## src/include/chip_cfg_pkg.sv

```systemverilog
// Package of offsets, field positions, reset values and bus carrier types for the chip configuration block.
`default_nettype none
package chip_cfg_pkg;
    localparam int ADDR_W = 16;
    localparam int DATA_W = 64;
    localparam int GBUS_ADDR_W = 36;
    localparam int STRAP_W = 8;

    // Register byte offsets.
    localparam logic [15:0] OFS_CHIP_CONFIG = 16'hE000;
    localparam logic [15:0] OFS_CHIP_REVISION_ID = 16'hE008;
    localparam logic [15:0] OFS_PIN_CONFIG = 16'hE010;
    localparam logic [15:0] OFS_TIMEOUT_ERROR_ADDR = 16'hE018;
    localparam logic [15:0] OFS_CLOCK_GATING_CONTROL = 16'hE020;
    localparam logic [15:0] OFS_INTERNAL_BUS_ARBITER_CTRL = 16'hE030;
    localparam logic [15:0] OFS_REGISTER_BASE_MAPPING = 16'hE048;
    localparam logic [15:0] OFS_IRQ_STATUS = 16'hE080;
    localparam logic [15:0] OFS_IRQ_MASK = 16'hE088;

    // Field positions inside chip_config.
    localparam int POS_WATCHDOG_RESET_FLAG = 41;
    localparam int POS_WATCHDOG_RESET_PIN_EN = 40;
    localparam int POS_BOOT_STRAP_LO = 32;
    localparam int POS_TIMEOUT_LENGTH_LO = 25;
    localparam int POS_CORE_TIMER_IRQ_DIS = 24;
    localparam int POS_WRITE_TIMEOUT_ERR = 16;
    localparam int POS_TIMEOUT_DETECT_EN = 14;

    localparam logic [1:0] TIMEOUT_LENGTH_RESET = 2'h3;
    localparam int STRAP_CORE_TIMER_BIT = 7;

    // Timeout limits in internal bus clock cycles, one per length code.
    localparam int CNT_W = 13;
    localparam logic [CNT_W-1:0] LIMIT_512 = 13'h0200;
    localparam logic [CNT_W-1:0] LIMIT_1024 = 13'h0400;
    localparam logic [CNT_W-1:0] LIMIT_2048 = 13'h0800;
    localparam logic [CNT_W-1:0] LIMIT_4096 = 13'h1000;

    // Interrupt status bit positions.
    localparam int IRQ_CORE_WRITE = 0;
    localparam int IRQ_CORE_READ = 1;
    localparam int IRQ_OTHER_MASTER = 2;
    localparam int IRQ_W = 3;

    typedef enum logic [1:0] {
        MST_CORE,
        MST_PCI,
        MST_DMA
    } bus_master_t;

    typedef struct packed {
        logic [GBUS_ADDR_W-1:0] addr;
        logic write;
        bus_master_t master;
    } gbus_access_t;
endpackage
`default_nettype wire

```

## src/hw/chip_config_bus_timeout.sv

```systemverilog
// Chip configuration registers with the internal bus timeout monitor.
`default_nettype none
// Functional notes
// An internal bus access ends only on a target response or the monitor's error.
// Timeout monitor works only while the detect enable bit is set.
// Length field 26:25 selects 512/1024/2048/4096 cycles, resets to 11, read/write.
// No response within the limit makes the monitor answer the master with error.
// Each timeout captures the access address into the error address register.
// Core write timeout sets the write error flag, feeding interrupt source 1; the code sets interrupt status bit 0 instead.
// Core read timeout is raised to the core as a bus error exception.
// Timeout of another master sets an error bit inside that master.
// Deasserted test reset means a probe is attached, so detection is off.
// Bit 41 flags a watchdog reset, write one clears, only chip reset initialises.
// Bit 40 enables the external watchdog reset pin, reset 0, chip reset only.
// Bits 39:32 are read-only boot straps latched from data pins 15:8.
// Bit 24 is read-only core timer irq disable, the inverse of data pin 7.
// Timeout counter restarts on each access and stops on response or error.
module chip_config_bus_timeout #(
    parameter logic [63:0] REVISION_ID = 64'h0000_0000_0000_0001 // Arbitrary value.
) (
    // Clock and resets
    input wire logic mclk,
    input wire logic srst,
    input wire logic boot_rst,
    // Register port
    input wire logic [chip_cfg_pkg::ADDR_W-1:0] reg_addr,
    input wire logic [chip_cfg_pkg::DATA_W-1:0] reg_wdata,
    input wire logic reg_wr,
    input wire logic reg_rd,
    output logic [chip_cfg_pkg::DATA_W-1:0] reg_rdata,
    // Internal bus monitor
    input wire logic gbus_start,
    input wire chip_cfg_pkg::gbus_access_t gbus_access,
    input wire logic gbus_ack,
    output logic gbus_err_resp,
    output logic core_bus_error,
    output logic pci_timeout_err,
    output logic dma_timeout_err,
    // Pins and straps
    input wire logic jtag_trst_n,
    input wire logic [15:0] strap_data,
    input wire logic watchdog_reset_req,
    output logic watchdog_reset_out_n,
    output logic core_timer_irq_disable,
    // Interrupts
    output logic write_err_irq,
    output logic irq
);
    typedef enum logic {
        MON_IDLE,
        MON_BUSY
    } mon_state_t;

    // Pin synchronisers.
    logic [15:0] strap_meta_reg, strap_sync_reg;
    logic trst_meta_reg, trst_sync_reg;
    always_ff @(posedge mclk) begin
        strap_meta_reg <= strap_data;
        strap_sync_reg <= strap_meta_reg;
        trst_meta_reg <= jtag_trst_n;
        trst_sync_reg <= trst_meta_reg;
    end

    // Register decode.
    wire logic sel_chip_config = reg_addr == chip_cfg_pkg::OFS_CHIP_CONFIG;
    wire logic sel_rev = reg_addr == chip_cfg_pkg::OFS_CHIP_REVISION_ID;
    wire logic sel_pin_config = reg_addr == chip_cfg_pkg::OFS_PIN_CONFIG;
    wire logic sel_timeout_error_addr = reg_addr == chip_cfg_pkg::OFS_TIMEOUT_ERROR_ADDR;
    wire logic sel_clk = reg_addr == chip_cfg_pkg::OFS_CLOCK_GATING_CONTROL;
    wire logic sel_arb = reg_addr == chip_cfg_pkg::OFS_INTERNAL_BUS_ARBITER_CTRL;
    wire logic sel_map = reg_addr == chip_cfg_pkg::OFS_REGISTER_BASE_MAPPING;
    wire logic sel_ist = reg_addr == chip_cfg_pkg::OFS_IRQ_STATUS;
    wire logic sel_imk = reg_addr == chip_cfg_pkg::OFS_IRQ_MASK;
    wire logic wr_chip_config = reg_wr && sel_chip_config;
    wire logic wr_ist = reg_wr && sel_ist;

    // Register state.
    logic watchdog_reset_flag_reg, watchdog_reset_pin_enable_reg;
    logic [chip_cfg_pkg::STRAP_W-1:0] boot_strap_bits_reg;
    logic [1:0] timeout_length_sel_reg;
    logic core_timer_irq_disable_reg;
    logic write_timeout_error_flag_reg;
    logic timeout_detect_enable_reg;
    logic [63:0] pin_config_reg, clock_gating_control_reg, internal_bus_arbiter_ctrl_reg;
    logic [63:0] register_base_mapping_reg, timeout_error_addr_reg;
    logic [chip_cfg_pkg::IRQ_W-1:0] irq_status_reg, irq_mask_reg;
    logic [63:0] rdata_reg;
    logic wd_pin_reg;

    // Monitor state.
    mon_state_t state_reg;
    chip_cfg_pkg::gbus_access_t acc_reg;
    logic [chip_cfg_pkg::CNT_W-1:0] cnt_reg;

    // Detection is gated by the enable bit and by an attached probe.
    // enable gate
    // probe disables
    wire logic detect_on = timeout_detect_enable_reg && !trst_sync_reg;

    // limit select
    logic [chip_cfg_pkg::CNT_W-1:0] limit;
    always_comb begin
        unique case (timeout_length_sel_reg)
            2'h0: limit = chip_cfg_pkg::LIMIT_512;
            2'h1: limit = chip_cfg_pkg::LIMIT_1024;
            2'h2: limit = chip_cfg_pkg::LIMIT_2048;
            2'h3: limit = chip_cfg_pkg::LIMIT_4096;
        endcase
    end
    wire logic [chip_cfg_pkg::CNT_W-1:0] limit_m1 = limit - 13'h0001;

    // A new access in the same cycle restarts the monitor, so an old response cannot end it.
    wire logic busy = state_reg == MON_BUSY;
    wire logic acked = busy && gbus_ack && !gbus_start;
    // timeout detect
    // The compare is >= so that enabling late or shortening the limit still ends a stuck access.
    wire logic timeout_hit = busy && !gbus_ack && !gbus_start && detect_on && (cnt_reg >= limit_m1);
    wire logic core_acc = acc_reg.master == chip_cfg_pkg::MST_CORE;

    // error response
    assign gbus_err_resp = timeout_hit;
    // read exception
    assign core_bus_error = timeout_hit && core_acc && !acc_reg.write;
    // other master error
    assign pci_timeout_err = timeout_hit && acc_reg.master == chip_cfg_pkg::MST_PCI;
    assign dma_timeout_err = timeout_hit && acc_reg.master == chip_cfg_pkg::MST_DMA;
    wire logic core_wr_timeout = timeout_hit && core_acc && acc_reg.write;

    // outstanding tracking
    // counter restart
    always_ff @(posedge mclk) begin
        if (srst) begin
            state_reg <= MON_IDLE;
            cnt_reg <= 13'h0000;
            acc_reg <= '0;
        end else if (gbus_start) begin
            state_reg <= MON_BUSY;
            cnt_reg <= 13'h0000;
            acc_reg <= gbus_access;
        end else if (acked || timeout_hit) begin
            state_reg <= MON_IDLE;
        end else if (busy && cnt_reg != 13'h1FFF) begin
            cnt_reg <= cnt_reg + 13'h0001;
        end
    end

    // address capture
    always_ff @(posedge mclk) begin
        if (srst) begin
            timeout_error_addr_reg <= 64'h0;
        end else if (timeout_hit) begin
            timeout_error_addr_reg <= {{(64 - chip_cfg_pkg::GBUS_ADDR_W){1'b0}}, acc_reg.addr};
        end
    end

    // Watchdog bits see only the chip reset, so they survive the watchdog reset itself.
    wire logic wd_clear = wr_chip_config && reg_wdata[chip_cfg_pkg::POS_WATCHDOG_RESET_FLAG];
    always_ff @(posedge mclk) begin
        if (srst) begin
            watchdog_reset_flag_reg <= 1'b0;
            watchdog_reset_pin_enable_reg <= 1'b0;
            wd_pin_reg <= 1'b0;
        end else begin
            // watchdog flag
            if (watchdog_reset_req) begin
                watchdog_reset_flag_reg <= 1'b1;
            end else if (wd_clear) begin
                watchdog_reset_flag_reg <= 1'b0;
            end
            // pin enable
            if (wr_chip_config) begin
                watchdog_reset_pin_enable_reg <= reg_wdata[chip_cfg_pkg::POS_WATCHDOG_RESET_PIN_EN];
            end
            wd_pin_reg <= watchdog_reset_req && watchdog_reset_pin_enable_reg;
        end
    end
    // external pin
    assign watchdog_reset_out_n = !wd_pin_reg;

    // Straps are sampled every cycle that a reset is held and frozen at the release.
    wire logic any_rst = srst || boot_rst;
    always_ff @(posedge mclk) begin
        if (any_rst) begin
            // strap latch
            boot_strap_bits_reg <= strap_sync_reg[15:8];
            // timer disable
            core_timer_irq_disable_reg <= !strap_sync_reg[chip_cfg_pkg::STRAP_CORE_TIMER_BIT];
        end
    end
    assign core_timer_irq_disable = core_timer_irq_disable_reg;

    // Writable configuration fields and plain storage registers.
    always_ff @(posedge mclk) begin
        if (any_rst) begin
            timeout_length_sel_reg <= chip_cfg_pkg::TIMEOUT_LENGTH_RESET;
            timeout_detect_enable_reg <= 1'b0;
            pin_config_reg <= 64'h0;
            clock_gating_control_reg <= 64'h0;
            internal_bus_arbiter_ctrl_reg <= 64'h0;
            register_base_mapping_reg <= 64'h0;
            irq_mask_reg <= 3'h0;
        end else if (reg_wr) begin
            if (sel_chip_config) begin
                // length write
                timeout_length_sel_reg <= reg_wdata[chip_cfg_pkg::POS_TIMEOUT_LENGTH_LO +: 2];
                // enable write
                timeout_detect_enable_reg <= reg_wdata[chip_cfg_pkg::POS_TIMEOUT_DETECT_EN];
            end
            if (sel_pin_config) begin
                pin_config_reg <= reg_wdata;
            end
            if (sel_clk) begin
                clock_gating_control_reg <= reg_wdata;
            end
            if (sel_arb) begin
                internal_bus_arbiter_ctrl_reg <= reg_wdata;
            end
            if (sel_map) begin
                register_base_mapping_reg <= reg_wdata;
            end
            if (sel_imk) begin
                irq_mask_reg <= reg_wdata[chip_cfg_pkg::IRQ_W-1:0];
            end
        end
    end

    // Sticky error flags: a new event wins over a write-one clear in the same cycle.
    wire logic [chip_cfg_pkg::IRQ_W-1:0] irq_events = {pci_timeout_err || dma_timeout_err,
                                                       core_bus_error, core_wr_timeout};
    wire logic [chip_cfg_pkg::IRQ_W-1:0] irq_clear = wr_ist ? reg_wdata[chip_cfg_pkg::IRQ_W-1:0] : 3'h0;
    always_ff @(posedge mclk) begin
        if (any_rst) begin
            write_timeout_error_flag_reg <= 1'b0;
            irq_status_reg <= 3'h0;
        end else begin
            // write error flag
            if (core_wr_timeout) begin
                write_timeout_error_flag_reg <= 1'b1;
            end else if (wr_chip_config && reg_wdata[chip_cfg_pkg::POS_WRITE_TIMEOUT_ERR]) begin
                write_timeout_error_flag_reg <= 1'b0;
            end
            irq_status_reg <= (irq_status_reg & ~irq_clear) | irq_events;
        end
    end
    // interrupt source
    assign write_err_irq = write_timeout_error_flag_reg;
    assign irq = |(irq_status_reg & irq_mask_reg);

    // Chip configuration read view.
    logic [63:0] chip_config_view;
    always_comb begin
        chip_config_view = 64'h0;
        chip_config_view[chip_cfg_pkg::POS_WATCHDOG_RESET_FLAG] = watchdog_reset_flag_reg;
        chip_config_view[chip_cfg_pkg::POS_WATCHDOG_RESET_PIN_EN] = watchdog_reset_pin_enable_reg;
        chip_config_view[chip_cfg_pkg::POS_BOOT_STRAP_LO +: chip_cfg_pkg::STRAP_W] = boot_strap_bits_reg;
        chip_config_view[chip_cfg_pkg::POS_TIMEOUT_LENGTH_LO +: 2] = timeout_length_sel_reg;
        chip_config_view[chip_cfg_pkg::POS_CORE_TIMER_IRQ_DIS] = core_timer_irq_disable_reg;
        chip_config_view[chip_cfg_pkg::POS_WRITE_TIMEOUT_ERR] = write_timeout_error_flag_reg;
        chip_config_view[chip_cfg_pkg::POS_TIMEOUT_DETECT_EN] = timeout_detect_enable_reg;
    end

    // Read mux; unmapped offsets return zero.
    logic [63:0] rd_mux;
    always_comb begin
        rd_mux = 64'h0;
        if (sel_chip_config) rd_mux = chip_config_view;
        if (sel_rev) rd_mux = REVISION_ID;
        if (sel_pin_config) rd_mux = pin_config_reg;
        if (sel_timeout_error_addr) rd_mux = timeout_error_addr_reg;
        if (sel_clk) rd_mux = clock_gating_control_reg;
        if (sel_arb) rd_mux = internal_bus_arbiter_ctrl_reg;
        if (sel_map) rd_mux = register_base_mapping_reg;
        if (sel_ist) rd_mux = {61'h0, irq_status_reg};
        if (sel_imk) rd_mux = {61'h0, irq_mask_reg};
    end

    // Read data stand only in the cycle after the strobe.
    always_ff @(posedge mclk) begin
        if (srst) begin
            rdata_reg <= 64'h0;
        end else begin
            rdata_reg <= reg_rd ? rd_mux : 64'h0;
        end
    end
    assign reg_rdata = rdata_reg;

    // Checks.
    AST_ERR_NEEDS_ENABLE: assert property (@(posedge mclk) disable iff (srst)
        gbus_err_resp |-> timeout_detect_enable_reg && busy)
        else $error("Error response while detection disabled or idle.");

    AST_PROBE_BLOCKS: assert property (@(posedge mclk) disable iff (srst)
        trst_sync_reg |-> !gbus_err_resp)
        else $error("Timeout reported with a probe attached.");

    AST_LIMIT_COUNT: assert property (@(posedge mclk) disable iff (srst)
        gbus_err_resp |-> cnt_reg >= (chip_cfg_pkg::LIMIT_512 << timeout_length_sel_reg) - 13'h0001)
        else $error("Timeout fired before the selected limit.");

    AST_FIRES_AT_LIMIT: assert property (@(posedge mclk) disable iff (srst || boot_rst)
        busy && detect_on && !gbus_ack && !gbus_start && cnt_reg == limit - 13'h0001 |-> gbus_err_resp ##1 !busy)
        else $error("Timeout missed at the limit.");

    AST_ADDR_CAPTURE: assert property (@(posedge mclk) disable iff (srst)
        gbus_err_resp |=> timeout_error_addr_reg[chip_cfg_pkg::GBUS_ADDR_W-1:0] == $past(acc_reg.addr))
        else $error("Timed-out address not captured.");

    AST_WRITE_FLAG: assert property (@(posedge mclk) disable iff (srst || boot_rst)
        gbus_err_resp && core_acc && acc_reg.write |=> write_err_irq)
        else $error("Core write timeout did not set the flag.");

    AST_READ_EXC: assert property (@(posedge mclk) disable iff (srst || boot_rst)
        core_bus_error && !write_timeout_error_flag_reg && !gbus_start |=> !write_timeout_error_flag_reg)
        else $error("Core read timeout touched the write error flag.");

    AST_OTHER_MASTER: assert property (@(posedge mclk) disable iff (srst)
        gbus_err_resp && !core_acc |-> pci_timeout_err != dma_timeout_err && !core_bus_error)
        else $error("Other master timeout misrouted.");

    AST_STOP_ON_ACK: assert property (@(posedge mclk) disable iff (srst)
        acked |=> !busy && $stable(cnt_reg))
        else $error("Monitor kept running after a response.");

    AST_WD_CLEAR: assert property (@(posedge mclk) disable iff (srst)
        wd_clear && !watchdog_reset_req |=> !watchdog_reset_flag_reg)
        else $error("Watchdog flag not cleared by write one.");

    AST_WD_PIN: assert property (@(posedge mclk) disable iff (srst)
        watchdog_reset_req && !watchdog_reset_pin_enable_reg |=> watchdog_reset_out_n)
        else $error("Watchdog pin asserted while disabled.");

    AST_STRAP_RO: assert property (@(posedge mclk) disable iff (srst || boot_rst)
        wr_chip_config |=> $stable(boot_strap_bits_reg) && $stable(core_timer_irq_disable_reg))
        else $error("Strap bits changed by software.");
endmodule
`default_nettype wire

```

## config.mk

```make
export PLATFORM = sky130hd
export DESIGN_NAME = chip_config_bus_timeout
export DESIGN_NICKNAME = d
export VERILOG_FILES = /design/src/include/chip_cfg_pkg.sv /design/src/hw/chip_config_bus_timeout.sv
export SDC_FILE = /design/constraint.sdc
export NUM_CORES = 1
export LEC_CHECK = 0
export BUFFER_PORTS_ARGS = -buffer_cell sky130_fd_sc_hd__buf_2
export CELL_PAD_IN_SITES_DETAIL_PLACEMENT = 0
export CELL_PAD_IN_SITES_GLOBAL_PLACEMENT = 1
export CORE_AREA = 3 3 200 202
export CTS_BUF_LIST = sky130_fd_sc_hd__clkbuf_8
export CTS_CLUSTER_DIAMETER = 120
export DETAILED_ROUTE_END_ITERATION = 10
export DIE_AREA = 0 0 203 205
export PLACE_DENSITY = 0.84
export SYNTH_ARGS = -nofsm -noshare
export SYNTH_HDL_FRONTEND = slang
export SYNTH_SLANG_ARGS = --single-unit
```

## constraint.sdc

```tcl
create_clock -name mclk -period 2.8 [get_ports mclk]
set_clock_uncertainty 0.05 [all_clocks]
set_input_delay 0 -clock mclk [delete_from_list [all_inputs] [get_ports mclk]]
set_output_delay 0 -clock mclk [all_outputs]
set_load 0.03 [all_outputs]
```

==> qor.tcl, run 1 <==
set qor(post_synth_num_cell_types) 52
set qor(final_antenna_net_count) 0
set qor(slew_violations) 0
set qor(grt_setup_unrepaired) {no}
set qor(hold_ws_ns) 0.0740
set qor(synth.avg_cell_area_sq_um) 8.19
set qor(final_common_cell) {sky130_fd_sc_hd__nand2_1}
set qor(power.share.sequential) 0.513
set qor(dr_total_vias) 16266
set qor(maxSlewHeadroom) 0.357
set qor(power_leakage_nw) 8.03
set qor(detail_route.vias_per_cell) 5.42
set qor(post_route_cells_drive_above_1_share) 0.155
set qor(setup-tns-final_ns) 0
set qor(critPathMaxFanout) 30
set qor(tritoncts_clock_tree) {done}
set qor(synth_edf_count) 9
set qor(syn-num-nets) 2242
set qor(cts.root.buffer_cell) {sky130_fd_sc_hd__clkbuf_8}
set qor(startpoint_class_of_the_critical_path) {flip-flop}
set qor(synth_largest_type_area_fraction) 0.516
set qor(crit_path_required_time_ns) 2.75
set qor(coreArea_sq_um) 38500
set qor(asyncSetResetFlopFracSynth) 0
set qor(initial_antenna_violation_count) 0
set qor(hold_path_class) {in -> reg}
set qor(num_antenna_cells) 0
set qor(globalRoute.totalOverflow) 0
set qor(clock_insertion_delay_worst_skew_ns) 0.63
set qor(placedInstanceArea_sq_um) 18800
set qor(report.final.hold_viol_count) 0
set qor(tritoncts_num_sinks) 451
set qor(areaGrowthSynthToFinish_pct) 27.2
set qor(crit_type) {reg -> out}
set qor(clkSlewWorstSetupHoldPaths_ns) 0.06
set qor(io-pin-count) 216
set qor(grt.total_usage) 0.264
set qor(netsw_mw) 2.96
set qor(timing.final.crit_share) 0.949
set qor(synth.area.top_cells) {sky130_fd_sc_hd__dfxtp_1 52%, sky130_fd_sc_hd__nand2_1 14%, sky130_fd_sc_hd__a21oi_1 11%}
set qor(die_area_sq_um) 41600
set qor(placement.io_buffers) 208
set qor(ys.flop_type) {sky130_fd_sc_hd__dfxtp_1}
set qor(routabilityCongestion) 0.854
set qor(power.density_nw_per_um2) 585
set qor(max-clock-path-buffers) 3
set qor(initial_standard_cell_utilization_of_the_core) 0.446
set qor(place_hpwl_mm) 33.7
set qor(yosysWarnings) 0
set qor(wire_length_of_the_first_global_routing_pass_mm) 86.4
set qor(n_fill_cell) 3536
set qor(fmaxAchievable_mhz) 377
set qor(postSynthRegisterBits) 451
set qor(synth_top_cell_by_area) {sky130_fd_sc_hd__dfxtp_1}
set qor(max_cap_viol_count) 0
set qor(drt-initial-drc-count) 1458
set qor(vdd_drop_max_uv) 365
set qor(routed_wl_mm) 56.3
set qor(pwr-share-comb) 0.052
set qor(finalSetupViolations) 0
set qor(detail_route.first_pass.iterations) 6
set qor(internal_power_mw) 9.79
set qor(status) {completed}
set qor(syn-instance-count) 2093
set qor(syn_area_sq_um) 17100
set qor(finish.instance_area_sq_um) 21800
set qor(grt_max_degree) 131
set qor(setup.worst_path.end_class) {primary output}
set qor(row_count) 72
set qor(clk_network_pwr_share) 0.435
set qor(grt_pass1_vias) 15701
set qor(route.detailed.drc) 0
set qor(cts_buffers) 75
set qor(synth_seq_area_share) 0.532
set qor(design.final.nets) 2582
set qor(reg2reg_setup_slack_ns) 0.27
set qor(timing.final.crit_period_ns) 2.66
set qor(htree_levels) 3
set qor(swShare) 0.232
set qor(layout.core_utilization) 0.567
set qor(most-common-layout-cells) {636 x sky130_fd_sc_hd__nand2_1, 442 x sky130_fd_sc_hd__dfxtp_1, 369 x sky130_fd_sc_hd__a21oi_1, 206 x sky130_fd_sc_hd__buf_2, 153 x sky130_fd_sc_hd__dlygate4sd3_1}
set qor(wire_per_inst_um) 18.7
set qor(worstMarginPinSlew_ns) 0.964
set qor(die_height_um) 205
set qor(worst-endpoint-arrival_ns) 2.61
set qor(die_x_um) 203
[per-stage QoR]
stage / setup WS, ns / cells / power [mW]
2_1_floorplan: 0.251 / 2093 / 6.90
5_1_grt: 0.0198 / 3001 / 13.2
3_3_place_gp: 0.337 / 2719 / 7.16
4_1_cts: 0.0292 / 3001 / 12.9
6_report: 0.144 / 3001 / 12.8
3_5_place_dp: 0.321 / 2719 / 7.16
[synth_stat cells (10+ instances only)]
cell,n
sky130_fd_sc_hd__clkbuf_1,130
sky130_fd_sc_hd__nand4_1,10
sky130_fd_sc_hd__a21oi_1,369
sky130_fd_sc_hd__nand2_1,637
sky130_fd_sc_hd__nor3_1,24
sky130_fd_sc_hd__nand3_1,25
sky130_fd_sc_hd__buf_2,20
sky130_fd_sc_hd__o21ai_0,37
sky130_fd_sc_hd__mux2i_1,75
sky130_fd_sc_hd__a22oi_1,46
sky130_fd_sc_hd__xor2_1,10
sky130_fd_sc_hd__o22ai_1,25
sky130_fd_sc_hd__nor2_1,117
sky130_fd_sc_hd__o211ai_1,14
sky130_fd_sc_hd__dfxtp_1,442
[worst max-delay path, cell delays in order, from the launching register on]
cell                        delay (ns)
sky130_fd_sc_hd__dfxtp_1          0.41
sky130_fd_sc_hd__inv_1            0.07
sky130_fd_sc_hd__ha_1             0.29
sky130_fd_sc_hd__a211oi_1         0.21
sky130_fd_sc_hd__nand2_1          0.13
sky130_fd_sc_hd__o2111ai_4        0.39
sky130_fd_sc_hd__inv_2            0.11
sky130_fd_sc_hd__buf_12           0.19
sky130_fd_sc_hd__buf_4            0.18
[layout make-up]
type / count / area [sq um] / share of cell area
flip-flops and latches: 451 / 9120 / 0.418
repair buffers: 415 / 3080 / 0.141
clock inverters: 33 / 135 / 0.00620
well taps: 518 / 648 / 0.0297
clock buffers: 94 / 1290 / 0.0593
inverters: 10 / 45.0 / 0.00207
multi-input cells: 1480 / 7480 / 0.343
[final timing paths]
kind | to | from | cells past startpoint
worst max-delay path | gbus_err_resp | timeout_length_sel_reg[1] | 8
worst min-delay path | reg_rdata[0] | reg_addr[5] | 4
worst max register to register | cnt_reg[10] | timeout_length_sel_reg[1] | 10
worst min register to register | trst_sync_reg | trst_meta_reg | 0
[power groups by stage]
stage               sequential (mW)  clock, mW  combinational, mW
floorplan                      6.66          0              0.237
global placement               6.68          0              0.482
detailed placement             6.68          0              0.486
CTS                            6.54       5.66              0.658
global route                   6.54       5.95              0.719
finish                         6.54       5.55              0.669
[layer usage]
layer / track usage / routed length, um / vias up
li1: - / - / 7781
met1: 0.339 / 23400 / 7693
met2: 0.435 / 26600 / 681
met3: 0.0555 / 4500 / 111
met4: 0.105 / 1740 / 0
met5: 0 / 0 / -
[what timing repair did]
| item | 4_1_cts | 5_1_grt |
|---|---|---|
| hold buffers | 153 | 0 |
| resized for setup | 4 | 5 |
| hold endpoints to repair | 337 | 0 |
| gates cloned | 0 | 0 |
| setup endpoints to repair | 4 | 4 |
| buffers inserted | 2 | 0 |
| pin swaps | 1 | 1 |
[cell families after synthesis]
logic type,share of synthesized area
mux,0.0438
compound gates,0.174
other cells,0.000219
flops,0.532
simple gates,0.204
buf+inv,0.0369
fa+ha+maj,0.00365
xor+xnor,0.00562
No activity file was read; power rests on OpenSTA's default activity.
==> inputs of run 2 (changes only) <==
--- a/config.mk
+++ b/config.mk
@@ -13,6 +13,7 @@
 export CTS_CLUSTER_DIAMETER = 120
 export DETAILED_ROUTE_END_ITERATION = 10
 export DIE_AREA = 0 0 203 205
+export MAX_ROUTING_LAYER = met4
 export PLACE_DENSITY = 0.84
 export SYNTH_ARGS = -nofsm -noshare
 export SYNTH_HDL_FRONTEND = slang
==> run 2 against run 1 <==
Sequential share of layout area unchanged. Largest cell class unchanged. Die area unchanged. Final cell count unchanged. Highest routed layer unchanged.
==> qor.tcl, run 2 (synthesis results as in run 1) <==
set qor(dr_total_vias) 16280
set qor(setup.worst_path.end_class) {primary output}
set qor(power.density_nw_per_um2) 585
set qor(crit_type) {reg -> out}
set qor(final_antenna_net_count) 0
set qor(reg2regPathDepth) 10
set qor(finalSetupViolations) 0
set qor(placement.io_buffers) 208
set qor(reg2reg_setup_slack_ns) 0.26
set qor(post_route_cells_drive_above_1_share) 0.155
set qor(grt_pass1_vias) 15703
set qor(critPathMaxFanout) 30
set qor(timing.final.crit_period_ns) 2.67
set qor(die_area_sq_um) 41600
set qor(report.final.hold_viol_count) 0
set qor(hold_ws_ns) 0.0782
set qor(die_x_um) 203
set qor(io-pin-count) 216
set qor(startpoint_class_of_the_critical_path) {flip-flop}
set qor(route.detailed.drc) 0
set qor(detail_route.vias_per_cell) 5.42
set qor(hold_path_class) {in -> reg}
set qor(crit_path_required_time_ns) 2.75
set qor(power.total_mw) 12.8
set qor(htree_levels) 3
set qor(tritoncts_clock_tree) {done}
set qor(drt-initial-drc-count) 1409
set qor(r2r-start) {timeout_length_sel_reg[1]}
set qor(cts_buffers) 75
set qor(layout.core_utilization) 0.567
set qor(final.setup.worst_slack_ns) 0.129
set qor(wire_per_inst_um) 18.8
set qor(preCtsSetupSlack_ns) 0.321
set qor(coreArea_sq_um) 38500
set qor(timing.hold.worst.start) {reg_addr[1]}
set qor(place_hpwl_mm) 33.7
set qor(detail_route.first_pass.iterations) 5
set qor(worstReg2RegEnd) {cnt_reg[10]}
set qor(grt.total_usage) 0.272
set qor(worstMarginPinSlew_ns) 0.976
set qor(row_count) 72
set qor(max_cap_viol_count) 0
set qor(maxSlewHeadroom) 0.350
set qor(final_common_cell) {sky130_fd_sc_hd__nand2_1}
set qor(finish.instance_area_sq_um) 21800
set qor(post-place-cells) 2719
set qor(fmaxAchievable_mhz) 374
set qor(vdd_drop_max_uv) 370
set qor(setup-tns-final_ns) 0
set qor(initial_antenna_violation_count) 0
set qor(placedInstanceArea_sq_um) 18800
set qor(slew_violations) 0
set qor(status) {completed}
set qor(tritoncts_num_sinks) 451
set qor(n_fill_cell) 3536
set qor(num_antenna_cells) 0
set qor(timing.final.crit_share) 0.954
set qor(initial_standard_cell_utilization_of_the_core) 0.446
set qor(power_leakage_nw) 8.03
set qor(areaGrowthSynthToFinish_pct) 27.2
set qor(grt_max_degree) 131
set qor(die_height_um) 205
set qor(worst-endpoint-arrival_ns) 2.62
set qor(clkSlewWorstSetupHoldPaths_ns) 0.06
set qor(finished_layout_cells) 3001
set qor(holdPathEnd) {irq_status_reg[1]}
set qor(min_delay_path_depth) 6
set qor(wire_length_of_the_first_global_routing_pass_mm) 86.5
set qor(routed_wl_mm) 56.5
set qor(routabilityCongestion) 0.868
set qor(max-clock-path-buffers) 3
set qor(grt_setup_unrepaired) {no}
set qor(design.final.nets) 2582
set qor(most-common-layout-cells) {636 x sky130_fd_sc_hd__nand2_1, 442 x sky130_fd_sc_hd__dfxtp_1, 369 x sky130_fd_sc_hd__a21oi_1, 206 x sky130_fd_sc_hd__buf_2, 153 x sky130_fd_sc_hd__dlygate4sd3_1}
set qor(clock_insertion_delay_worst_skew_ns) 0.63
set qor(globalRoute.totalOverflow) 0
set qor(cts.root.buffer_cell) {sky130_fd_sc_hd__clkbuf_8}
-- run 2: cell type report --
cell class / instances / area, sq um / area share
well taps: 518 / 648 / 0.0297
clock inverters: 33 / 135 / 0.00620
repair buffers: 415 / 3080 / 0.141
multi-input cells: 1480 / 7480 / 0.343
clock buffers: 94 / 1290 / 0.0593
inverters: 10 / 45.0 / 0.00207
flip-flops and latches: 451 / 9120 / 0.418
-- run 2: critical path, cell delays in order, from the launching register on --
cell                        delay, ns
sky130_fd_sc_hd__dfxtp_1         0.42
sky130_fd_sc_hd__inv_1           0.07
sky130_fd_sc_hd__ha_1            0.29
sky130_fd_sc_hd__a211oi_1        0.21
sky130_fd_sc_hd__nand2_1         0.13
sky130_fd_sc_hd__o2111ai_4       0.39
sky130_fd_sc_hd__inv_2           0.11
sky130_fd_sc_hd__buf_12          0.19
sky130_fd_sc_hd__buf_4           0.18
-- run 2: how the worst max path moves through the flow --
stage,startpoint,to,slack (ns),depth (start not counted)
after detailed placement,timeout_length_sel_reg[1],timeout_error_addr_reg[20],0.32,9
after floorplan,timeout_length_sel_reg[1],irq_status_reg[1],0.25,8
after CTS,timeout_length_sel_reg[1],gbus_err_resp,0.03,8
final,timeout_length_sel_reg[1],gbus_err_resp,0.13,8
after global placement,timeout_length_sel_reg[1],cnt_reg[8],0.34,9
after global routing,timeout_length_sel_reg[1],gbus_err_resp,0.02,8
-- run 2: report_power, final --
| group | internal [mW] | leakage [nW] | switching, mW |
|---|---|---|---|
| clock network | 2.99 | 0.837 | 2.57 |
| logic | 0.300 | 3.52 | 0.369 |
| registers | 6.50 | 3.67 | 0.0353 |
-- run 2: layer usage --
metal	wire length, um	global-route usage	part of all wire
met2	26900	0.435	0.48
met3	4370	0.0540	0.077
met5	0	-	0
met1	23500	0.341	0.42
met4	1720	0.105	0.030
-- run 2: timing repair --
item | 4_1_cts | 5_1_grt
resized for setup | 4 | 5
endpoints found under the setup margin | 4 | 4
pin swaps | 1 | 1
hold buffers | 153 | 0
hold endpoints to repair | 337 | 0
buffers inserted | 2 | 0
